<file path="src/pss_pkg.sv">
package pss_pkg;

	// Core clock rate
	localparam int unsigned CLK_HZ       = 50_000_000;
	localparam int unsigned CLK_PER_US   = CLK_HZ / 1_000_000;

	// Protection and role swap times in their own units
	localparam int unsigned OC_MIN_NS    = 2000;
	localparam int unsigned DEGLITCH_US  = 7000;
	localparam int unsigned RETRY_MS     = 128;
	localparam int unsigned SWAP_MIN_US  = 600;

	// Cycle counts derived from the times, least times rounded up
	localparam int unsigned OC_CYC       =
		(OC_MIN_NS * CLK_PER_US + 999) / 1000;
	localparam int unsigned DEGLITCH_CYC = DEGLITCH_US * CLK_PER_US;
	localparam int unsigned RETRY_CYC    = RETRY_MS * (CLK_HZ / 1000);
	localparam int unsigned SWAP_MIN_CYC = SWAP_MIN_US * CLK_PER_US;

	// Counter width for every interval timer
	localparam int unsigned CNT_W        = 23;

	// Register offsets and layout
	localparam logic [7:0]  REG_CTRL_OFS   = 8'h00;
	localparam logic [7:0]  REG_STATUS_OFS = 8'h04;
	localparam int unsigned CTRL_OFF_BIT   = 0;
	localparam logic        CTRL_OFF_RST   = 1'h0;

	// Role swap mode machine
	typedef enum logic [3:0] {
		ST_NORMAL = 4'h1,
		ST_ARMED  = 4'h2,
		ST_SWAP   = 4'h4,
		ST_LOCK   = 4'h8
	} pss_mode_t;

	// Control pins and comparator inputs
	typedef struct packed {
		logic enable;
		logic role_swap_trigger;
		logic in_discharge_ctl;
		logic out_discharge_ctl;
		logic overcurrent_guard;
		logic fast_trip_threshold;
		logic short_circuit_guard;
		logic over_voltage_guard;
		logic reverse_voltage_guard;
		logic over_temp_guard;
		logic current_limit_setting;
	} pss_pins_t;

	typedef struct packed {
		logic [7:0]  paddr;
		logic        psel;
		logic        penable;
		logic        pwrite;
		logic [31:0] pwdata;
	} pss_apb_req_t;

	typedef struct packed {
		logic [31:0] prdata;
		logic        pready;
		logic        pslverr;
	} pss_apb_rsp_t;

	// Whole state of the sequencer
	typedef struct packed {
		pss_pins_t        s1;
		pss_pins_t        s2;
		pss_pins_t        s3;
		pss_pins_t        pins;
		pss_pins_t        prev;
		pss_mode_t        mode;
		logic [CNT_W-1:0] oc_cnt;
		logic [CNT_W-1:0] deg_cnt;
		logic [CNT_W-1:0] retry_cnt;
		logic [CNT_W-1:0] swap_cnt;
		logic             warn;
		logic             retry;
		logic             fault;
		logic             pass;
		logic             force_off;
		logic             in_dis;
		logic             out_dis;
		pss_apb_rsp_t     rsp;
	} pss_state_t;

	localparam pss_state_t ST_RESET = '{
		mode      : ST_NORMAL,
		force_off : CTRL_OFF_RST,
		default   : '0
	};

endpackage : pss_pkg

</file>
<file path="src/pss_seq.sv">
// The implementer's own choices: the placing of the registers and the APB interface to the registers.
`timescale 1ns/10ps
// Summary of operation
// - Overcurrent counts only after staying above limit longer than 2us.
// - Fast-trip comparator turns the pass switch off with no deglitch.
// - Low output voltage shuts off and retries every 128 ms.
// - Any protection condition raises the internal warning.
// - Fault flag goes low only after 7 ms of continuous warning.
// - Fault flag stays low, switch off, until all conditions clear.
// - Role-swap rising edge arms swap control regardless of enable.
// - Pulse wider than 600us turns switch on after its fall, absent reverse.
// - After swap turn-on, enable rising edges are ignored.
// - After swap turn-on, enable falling edge shuts the switch off.
// - After that shutdown, stay off until enable or swap rising edge.
// - Input discharge follows its control pin, independent of output.
// - Output discharge follows its pin; both may discharge together.
// - Undriven discharge pins read zero, so discharge is off by default.
// - Reverse voltage turns switch off; it returns once reverse clears.
// - Over-temperature turns switch off until the hysteretic level clears.
module pss_seq #(
	parameter int unsigned DEGLITCH_CYC_P = pss_pkg::DEGLITCH_CYC,
	parameter int unsigned RETRY_CYC_P    = pss_pkg::RETRY_CYC,
	parameter int unsigned SWAP_MIN_CYC_P = pss_pkg::SWAP_MIN_CYC
) (
	input  wire logic                 core_clk_i,
	input  wire logic                 reset_n_i,
	input  wire pss_pkg::pss_pins_t   pins_i,
	input  wire pss_pkg::pss_apb_req_t apb_i,
	output logic                      pass_on_o,
	output logic                      fault_flag_n_o,
	output logic                      in_discharge_o,
	output logic                      out_discharge_o,
	output pss_pkg::pss_apb_rsp_t     apb_o
);
	import pss_pkg::*;

	// Refuse timer settings the counters cannot hold
	if (DEGLITCH_CYC_P < 2 || DEGLITCH_CYC_P >= (1 << CNT_W) ||
	    RETRY_CYC_P < 8 || RETRY_CYC_P >= (1 << CNT_W) ||
	    SWAP_MIN_CYC_P < 1 || SWAP_MIN_CYC_P >= (1 << CNT_W))
	begin : g_bad_param
		$error("pss_seq: timer parameter out of range");
	end

	localparam logic [CNT_W-1:0] OC_LIM  = CNT_W'(OC_CYC);
	localparam logic [CNT_W-1:0] DEG_END = CNT_W'(DEGLITCH_CYC_P - 1);
	localparam logic [CNT_W-1:0] RET_END = CNT_W'(RETRY_CYC_P - 1);
	localparam logic [CNT_W-1:0] SWP_LIM = CNT_W'(SWAP_MIN_CYC_P);

	pss_state_t s_r;
	pss_state_t s_nxt;

	// Saturating increment shared by the overcurrent, deglitch and swap timers
	function automatic logic [CNT_W-1:0] sat_inc(
		input logic [CNT_W-1:0] cnt,
		input logic [CNT_W-1:0] lim
	);
		sat_inc = (cnt >= lim) ? lim : cnt + CNT_W'(1);
	endfunction : sat_inc

	// Rising edge of a filtered pin
	function automatic logic rose(input logic now, input logic was);
		rose = now & ~was;
	endfunction : rose

	logic en_rise;
	logic en_fall;
	logic swap_rise;
	logic oc_trip;
	logic block_on;
	logic want_on;
	logic apb_setup;
	logic apb_done;
	pss_pins_t agree;

	// Edges and protection summary taken from the filtered pins
	always_comb
	begin
		agree     = ~(s_r.s2 ^ s_r.s3);
		en_rise   = rose(s_r.pins.enable, s_r.prev.enable);
		en_fall   = rose(s_r.prev.enable, s_r.pins.enable);
		swap_rise = rose(s_r.pins.role_swap_trigger,
		                 s_r.prev.role_swap_trigger);
		oc_trip   = s_r.pins.overcurrent_guard &
		            (s_r.oc_cnt == OC_LIM);
		block_on  = s_r.pins.fast_trip_threshold |
		            s_r.retry |
		            (s_r.pins.short_circuit_guard & s_r.pass) |
		            s_r.fault |
		            s_r.pins.reverse_voltage_guard |
		            s_r.pins.over_temp_guard |
		            s_r.pins.over_voltage_guard |
		            s_r.pins.current_limit_setting |
		            s_r.force_off;
		apb_setup = apb_i.psel & apb_i.penable & ~s_r.rsp.pready;
		apb_done  = apb_i.psel & apb_i.penable & s_r.rsp.pready;
	end

	// Next state of the whole sequencer
	always_comb
	begin
		s_nxt = s_r;

		// Three-stage pin capture; a change counts once stages agree
		s_nxt.s1   = pins_i;
		s_nxt.s2   = s_r.s1;
		s_nxt.s3   = s_r.s2;
		s_nxt.pins = (agree & s_r.s2) | (~agree & s_r.pins);
		s_nxt.prev = s_r.pins;

		// Overcurrent must persist past the filter before it counts
		s_nxt.oc_cnt = s_r.pins.overcurrent_guard ?
		               sat_inc(s_r.oc_cnt, OC_LIM) : '0;

		// Short-circuit retry window; sensed only while switch is on
		if (s_r.retry)
		begin
			if (s_r.retry_cnt == RET_END)
			begin
				s_nxt.retry     = 1'b0;
				s_nxt.retry_cnt = '0;
			end
			else
			begin
				s_nxt.retry_cnt = s_r.retry_cnt + CNT_W'(1);
			end
		end
		else if (s_r.pins.short_circuit_guard && s_r.pass)
		begin
			s_nxt.retry     = 1'b1;
			s_nxt.retry_cnt = '0;
		end

		// Warning is any live exception, registered for a clean status
		s_nxt.warn = s_r.pins.over_voltage_guard |
		             s_r.pins.reverse_voltage_guard |
		             s_r.pins.over_temp_guard |
		             s_r.pins.fast_trip_threshold |
		             s_r.retry | oc_trip |
		             s_r.pins.current_limit_setting;

		// Deglitch: a dropout restarts the count and releases the flag
		if (!s_r.warn)
		begin
			s_nxt.deg_cnt = '0;
			s_nxt.fault   = 1'b0;
		end
		else if (!s_r.fault)
		begin
			s_nxt.deg_cnt = sat_inc(s_r.deg_cnt, DEG_END);
			s_nxt.fault   = (s_r.deg_cnt == DEG_END);
		end

		// Role swap machine; a swap edge wins from any mode
		if (swap_rise)
		begin
			s_nxt.mode     = ST_ARMED;
			s_nxt.swap_cnt = '0;
		end
		else
		begin
			case (s_r.mode)
				ST_ARMED:
				begin
					if (s_r.pins.role_swap_trigger)
					begin
						s_nxt.swap_cnt = sat_inc(s_r.swap_cnt,
						                         SWP_LIM);
					end
					else
					begin
						s_nxt.mode = (s_r.swap_cnt >= SWP_LIM) ?
						             ST_SWAP : ST_NORMAL;
					end
				end
				ST_SWAP:
				begin
					// Enable rising edges fall through untouched
					if (en_fall)
					begin
						s_nxt.mode = ST_LOCK;
					end
				end
				ST_LOCK:
				begin
					if (en_rise)
					begin
						s_nxt.mode = ST_NORMAL;
					end
				end
				default:
				begin
					s_nxt.mode = ST_NORMAL;
				end
			endcase
		end

		// Swap mode holds the switch on; a pending reverse delays it
		case (s_r.mode)
			ST_SWAP:  want_on = 1'b1;
			ST_LOCK:  want_on = 1'b0;
			default:  want_on = s_r.pins.enable;
		endcase
		s_nxt.pass = want_on & ~block_on;

		// Discharge paths follow their own pins independently
		s_nxt.in_dis  = s_r.pins.in_discharge_ctl;
		s_nxt.out_dis = s_r.pins.out_discharge_ctl;

		// APB slave: one wait state, answer registered
		s_nxt.rsp.pready  = apb_setup;
		s_nxt.rsp.pslverr = 1'b0;
		if (apb_setup)
		begin
			if (apb_i.paddr == REG_CTRL_OFS)
			begin
				s_nxt.rsp.prdata = {31'h0, s_r.force_off};
			end
			else if (apb_i.paddr == REG_STATUS_OFS)
			begin
				s_nxt.rsp.prdata = {13'h0, s_r.pins, s_r.mode,
				                    s_r.retry, s_r.warn,
				                    s_r.fault, s_r.pass};
			end
			else
			begin
				s_nxt.rsp.prdata  = 32'h0;
				s_nxt.rsp.pslverr = 1'b1;
			end
		end
		if (apb_done && apb_i.pwrite && apb_i.paddr == REG_CTRL_OFS)
		begin
			s_nxt.force_off = apb_i.pwdata[CTRL_OFF_BIT];
		end
	end

	// Single state register; reset leaves the switch off
	always_ff @(posedge core_clk_i)
	begin
		if (!reset_n_i)
		begin
			s_r <= ST_RESET;
		end
		else
		begin
			s_r <= s_nxt;
		end
	end

	// Outputs straight from the state register
	assign pass_on_o       = s_r.pass;
	assign fault_flag_n_o  = ~s_r.fault;
	assign in_discharge_o  = s_r.in_dis;
	assign out_discharge_o = s_r.out_dis;
	assign apb_o           = s_r.rsp;

	property p_oc_filter;
		@(posedge core_clk_i) disable iff (!reset_n_i)
		oc_trip |-> $past(s_r.pins.overcurrent_guard, OC_CYC);
	endproperty
	a_oc_filter: assert property (p_oc_filter)
		else $error("overcurrent counted before filter");

	property p_fast_off;
		@(posedge core_clk_i) disable iff (!reset_n_i)
		s_r.pins.fast_trip_threshold |=> !s_r.pass;
	endproperty
	a_fast_off: assert property (p_fast_off)
		else $error("switch on after fast trip");

	property p_retry_len;
		@(posedge core_clk_i) disable iff (!reset_n_i)
		$rose(s_r.retry) |-> !s_r.pass [*8];
	endproperty
	a_retry_len: assert property (p_retry_len)
		else $error("switch on inside retry window");

	property p_warn;
		@(posedge core_clk_i) disable iff (!reset_n_i)
		s_r.pins.reverse_voltage_guard || s_r.pins.over_temp_guard
		|=> s_r.warn;
	endproperty
	a_warn: assert property (p_warn)
		else $error("warning missing for live condition");

	property p_deglitch;
		@(posedge core_clk_i) disable iff (!reset_n_i)
		$fell(fault_flag_n_o) |->
			$past(s_r.deg_cnt) == DEG_END && $past(s_r.warn);
	endproperty
	a_deglitch: assert property (p_deglitch)
		else $error("fault flag before deglitch end");

	property p_fault_hold;
		@(posedge core_clk_i) disable iff (!reset_n_i)
		s_r.fault |=> !s_r.pass;
	endproperty
	a_fault_hold: assert property (p_fault_hold)
		else $error("switch on while fault flagged");

	property p_arm;
		@(posedge core_clk_i) disable iff (!reset_n_i)
		swap_rise |=> s_r.mode == ST_ARMED && s_r.swap_cnt == '0;
	endproperty
	a_arm: assert property (p_arm)
		else $error("swap edge did not arm");

	property p_swap_on;
		@(posedge core_clk_i) disable iff (!reset_n_i)
		s_r.mode == ST_SWAP && !block_on && !swap_rise
		|=> s_r.pass;
	endproperty
	a_swap_on: assert property (p_swap_on)
		else $error("swap mode did not turn switch on");

	property p_lock;
		@(posedge core_clk_i) disable iff (!reset_n_i)
		s_r.mode == ST_SWAP && en_fall && !swap_rise
		|=> s_r.mode == ST_LOCK ##1 !s_r.pass;
	endproperty
	a_lock: assert property (p_lock)
		else $error("enable fall did not shut swap mode");

	property p_restart;
		@(posedge core_clk_i) disable iff (!reset_n_i)
		!s_r.warn |=> s_r.deg_cnt == '0 && fault_flag_n_o;
	endproperty
	a_restart: assert property (p_restart)
		else $error("deglitch not restarted");

	property p_disc;
		@(posedge core_clk_i) disable iff (!reset_n_i)
		##1 in_discharge_o == $past(s_r.pins.in_discharge_ctl) &&
		out_discharge_o == $past(s_r.pins.out_discharge_ctl);
	endproperty
	a_disc: assert property (p_disc)
		else $error("discharge does not follow pins");

endmodule : pss_seq

</file>
<file path="config.mk">
export PLATFORM = sky130hd
export DESIGN_NAME = pss_seq
export DESIGN_NICKNAME = d
export VERILOG_FILES = /design/src/pss_pkg.sv /design/src/pss_seq.sv
export SDC_FILE = /design/constraint.sdc
export NUM_CORES = 1
export LEC_CHECK = 0
export ABC_AREA = 0
export BUFFER_PORTS_ARGS = -buffer_cell sky130_fd_sc_hd__buf_4
export CORE_ASPECT_RATIO = 1.1
export CORE_MARGIN = 5
export CORE_UTILIZATION = 30
export CTS_CLUSTER_DIAMETER = 120
export DETAILED_ROUTE_END_ITERATION = 10
export MAX_ROUTING_LAYER = met4
export SYNTH_ARGS = -nofsm -noshare
export SYNTH_HDL_FRONTEND = slang
export SYNTH_SLANG_ARGS = --single-unit
</file>
<file path="constraint.sdc">
create_clock -name core_clk_i -period 1.91 [get_ports core_clk_i]
set_clock_uncertainty 0.15 [all_clocks]
set_input_delay 0.2865 -clock core_clk_i [delete_from_list [all_inputs] [get_ports core_clk_i]]
set_output_delay 0.2865 -clock core_clk_i [all_outputs]
set_load 0.02 [all_outputs]
</file>
# --- Word level (Yosys, flattened, before mapping) ---
# Cells that the tools add are included.
totals:
  regBits: 183
  latch_bits: 0
  ram_bits: 0
  mem_bits_ro: 0
  in_bits: 56
  wordCells: 154
  memories: 0
classes:
  add_sub_neg: 4
  multipliers: 0
  div_mod_pow: 0
  order_cmp: 3
  n_eq_ne: 13
  shift: 0
  n_mux: 20
  n_bitwise: 38
  n_reduce_logical: 13
op_table:
  columns: ["operator", "n"]
  rows:
  - ["23-bit 2-to-1 mux", 5]
  - ["23-bit by 1-bit adder with 23-bit output, second input constant", 4]
  - ["19-bit 2-to-1 mux", 2]
  - ["23-bit by 19-bit == test with 1-bit output, second input constant", 1]
  - ["23-bit == test, second input constant", 1]
  - ["23-bit by 7-bit == test with 1-bit output, second input constant", 1]
  - ["23-bit by 15-bit greater-or-equal comparator with 1-bit output, second input constant", 1]
  - ["23-bit by 19-bit greater-or-equal comparator with 1-bit output, second input constant", 1]
  - ["23-bit by 7-bit greater-or-equal comparator with 1-bit output, second input constant", 1]
  - ["11-bit AND", 2]
  - ["11-bit NOT", 2]
  - ["1-bit OR", 14]
  - ["4-bit 2-to-1 mux", 3]
  - ["4-bit one-hot mux with 3 select lines", 1]
  - ["11-bit OR", 1]
  - ["11-bit bitwise XOR", 1]
  - ["1-bit AND", 9]
  - ["3-bit inequality test, second input constant", 3]
  - ["1-bit NOT", 9]
  - ["8-bit by 3-bit == test with 1-bit output, second input constant", 1]
  - ["8-bit zero test", 1]
  - ["7-bit 2-to-1 mux", 1]
  - ["2-bit inequality test, second input constant", 3]
  - ["2-bit AND reduction", 3]
  - ["other kinds (12)", 20]

# --- Depth between registers and ports, before layout ---
depth:
  depth_word: 10
  mapped_depth: 7

# --- Worst setup path before layout ---
# OpenSTA, ideal clock, no wires.
synth_path:
  path_type: "register to register"
  from: "register s_r[64] (netlist name)"
  to: "register s_r[70] (netlist name)"
  arrival_ps: 1833
  path_slack_ps: -197
  stages_incl_launch_ff: 8
  n_path_buf: 1
  cell_sequence: "dfxtp_1 -> ha_1 -> nand4_1 -> nor3_1 -> a21boi_1 -> clkbuf_1 -> a21oi_1 -> o22ai_1"
synth_via:
  elab_chain_cells: 3
  elab_cells_between_ends: 4
  cone_classes: "1 x add/sub; 1 x eq/ne; 2 x mux"
synth_lines:
  columns: ["item", "line_no", "rtl"]
  rows:
  - ["from (decl)", "pss_seq.sv:50", "pss_state_t s_r;"]
  - ["from (signal assigned)", "pss_seq.sv:246", "s_r <= s_nxt;"]
  - ["23-bit by 1-bit adder with 23-bit output / 23-bit == test (equally long branches)", "pss_seq.sv:125, pss_seq.sv:118", null]
  - ["23-bit 2-to-1 mux *", "pss_seq.sv:118", "if (s_r.retry_cnt == RET_END)"]
  - ["23-bit 2-to-1 mux *", "pss_seq.sv:116", "if (s_r.retry)"]
# Mark *: on every way between the ends. The rest lies on a longest branch, timed or not.
# A chain may end at the register's enable or synchronous reset.

# --- Final worst setup path ---
layout_path:
  from: "register s_r[83] (netlist name)"
  to: "register s_r[85] (netlist name)"
# Same word-level chain as after synthesis.

==> results.yml <==
outcome:
  outcome: "finished with violations"
  violations: "setup timing"
floorplanning:
  num_rows: 58
  core-area_sq_um: 22700
  die_w_um: 154
  dieArea_sq_um: 26100
  die_y_um: 169
  initial_utilization_pct: 30.3
  io_pins: 94
clock_network:
  clk_latency_ns: 0.43
  cts-buffers-inserted: 17
  clkTransAtPathRegs_ns: 0.07
  tritoncts: "yes"
  h-tree-depth: 4
  cts.sinks: 170
  cts_root_buffer: "clkbuf_16"
  clk_path_buf_depth: 2
timing:
  setup_slack_ns: -0.0840
  whs_ns: 0.155
  slew_violations: 0
  hold_viol_final: 0
  fin_crit_ns: 1.99
  min_period_over_period_pct: 104
  finalSetupTns_ns: -1.22
  setup_viol: 36
  fmax_ghz: 0.502
  rsz0062_at_grt: "true"
hold_path:
  hp-class: "input port to flop"
detailed_routing:
  wire_per_inst_um: 13.0
  ant_nets: 0
  viasPerCell: 4.67
  vias: 5586
  wirelength_um: 15500
  first_pass_iters: 5
  first_iter_violations: 308
  drc: 0
grt:
  grt_max_degree: 35
  grt_util_all_layers_pct: 12.1
  grt_pass1_vias: 5329
  gr-total-overflow: 0
  antenna_found_initial: 0
  grt_pass1_wl_um: 25200
placed_design:
  place_hpwl_um: 10800
  place.gp.congestion: 0.810
  numPortBuffers: 49
worst_setup_path:
  cp.required_ns: 2.07
  crit_type: "flop to flop"
  critPathLaunchType: "flop"
  worst-path-buf-inv: 1
  cp-end-kind: "flop"
  cp_top_family: "simple AND/OR/NAND/NOR gates"
  crit_slowest_cell: "or4b_4"
  slowest_delay_ns: 0.55
  worst-path-max-fanout: 11
  crit_chain: "or4b_4 -> nor3_4 -> a21boi_4 -> clkbuf_16 -> a31oi_1 -> a31oi_1"
  cp.arrival_ns: 2.15
  worst_path_most_repeated_cell: "a31oi_1"
final_layout:
  final_common_cell: "dfxtp_1"
  final_util_pct: 39.8
  diodes: 0
  drive_gt1_share_pct: 25.4
  fill_cells: 2255
  final_cell_mix: "dfxtp_1 (164), buf_4 (126), nand2_1 (60)"
  fin_nets: 946
  area_growth_pct: 31.4
logic_synthesis:
  ys.flop_type: "dfxtp_1"
  synth-seq-cells: 170
  synth_cells: 747
  ys_seq_area_share_pct: 49.4
  yosysWarnings: 0
  synthesis.area_sq_um: 6890
  ys_async_sr_fraction_pct: 0
  synth_edf_count: 0
  syn_avg_cell_area_sq_um: 9.22
  synth_cell_types: 64
power:
  powerDensity_nw_per_um2: 793
  peakVddDrop_v: 0.000549
  leakage_nw: 3.47
flow_run:
  maxCapViolCount: 0
## metal layers
layer / vias up / wire length (um) / GRT usage (%)
met4: 0 / 180 / 3.76
met2: 87 / 7630 / 20.0
li1: 2861 / - / -
met1: 2620 / 7060 / 14.2
met5: - / 0 / -
met3: 18 / 664 / 3.43
## repair_timing
action                                 CTS  global route
pin swaps                                4            16
gates cloned                             0             2
setup endpoints to repair               27            59
hold buffers                            13             0
endpoints found under the hold margin   13             0
setup buffers                            0             4
gates resized for setup                  8            45
## where the power goes
group,switching [mW],internal (mW),leakage (nW)
Clock,1.59,1.78,0.291
Sequential,0.0169,3.59,1.38
Combinational,0.107,0.0861,1.80
Total,1.72,5.46,3.47
## final timing paths
path | start | to | slack [ns] | cells after the start
min | apb_i[38] | apb_o[2] | 0.16 | 5
min reg2reg | s_r[146] | s_r[134] | 0.28 | 1
max reg2reg | s_r[83] | s_r[85] | -0.08 | 6
max | s_r[83] | s_r[85] | -0.08 | 6
## sequential cells by signal, indices dropped and copies added, names as in the netlist, named ones only
signal / count
in_discharge_o: 1
pass_on_o: 1
s_r: 113
out_discharge_o: 1
apb_o: 21
s_nxt: 22
## metrics by stage
step | worst slack (ns) | instances | cell area, sq um | power, mW
6_report | -0.0840 | 1197 | 9050 | 7.18
5_1_grt | -0.138 | 1197 | 9050 | 7.42
4_1_cts | -0.00315 | 1191 | 8770 | 7.26
3_5_place_dp | -0.102 | 1146 | 8030 | 3.86
3_3_place_gp | -0.112 | 1146 | 8030 | 3.86
2_1_floorplan | -0.0266 | 775 | 7030 | 3.80
## worst reg2reg max path, cell delays in order (launching register included)
cell and delay, ns:
dfxtp_2 0.32, or4b_4 0.55, nor3_4 0.33, a21boi_4 0.15
clkbuf_16 0.20, a31oi_1 0.13, a31oi_1 0.05
## cell usage after synthesis, types with 6 or more instances
master | number | area share, %
a21oi_2 | 8 | 1.0
nor4_1 | 14 | 1.3
a31oi_1 | 15 | 1.4
and2_1 | 41 | 3.7
nand4_1 | 19 | 1.7
a21oi_1 | 47 | 3.4
nand2b_1 | 6 | 0.54
clkbuf_1 | 18 | 0.98
nor3_1 | 12 | 0.87
and3_1 | 12 | 1.1
a22o_1 | 16 | 2.0
xor2_1 | 32 | 4.1
nand3_1 | 45 | 3.3
inv_1 | 17 | 0.93
nand2_1 | 60 | 3.3
dfxtp_1 | 170 | 49
nor2_1 | 56 | 3.1
ha_1 | 6 | 1.1
xnor2_1 | 13 | 1.7
o21ai_0 | 27 | 2.0
buf_4 | 34 | 3.7
## cells by family (layout without fill, tap and decap cells)
family	after synthesis	in the layout	synth area share (%)
simple gates	301	301	23.4
flops	170	170	49.4
compound gates	146	146	13.7
buf+inv	74	196	6.05
xor+xnor	45	45	5.72
fa+ha+maj	6	6	1.09
mux	4	4	0.599
other cells	1	29	0.0544
## layout make-up
type	count	area [sq um]	share of cell area, %
clock inverter	14	146	1.62
multi-input combinational	531	3410	37.7
tap	300	375	4.15
sequential	170	3410	37.7
timing repair buffer	146	1200	13.3
clock buffer	18	439	4.85
inverter	18	67.6	0.747
No activity file was read; power rests on OpenSTA's default activity.
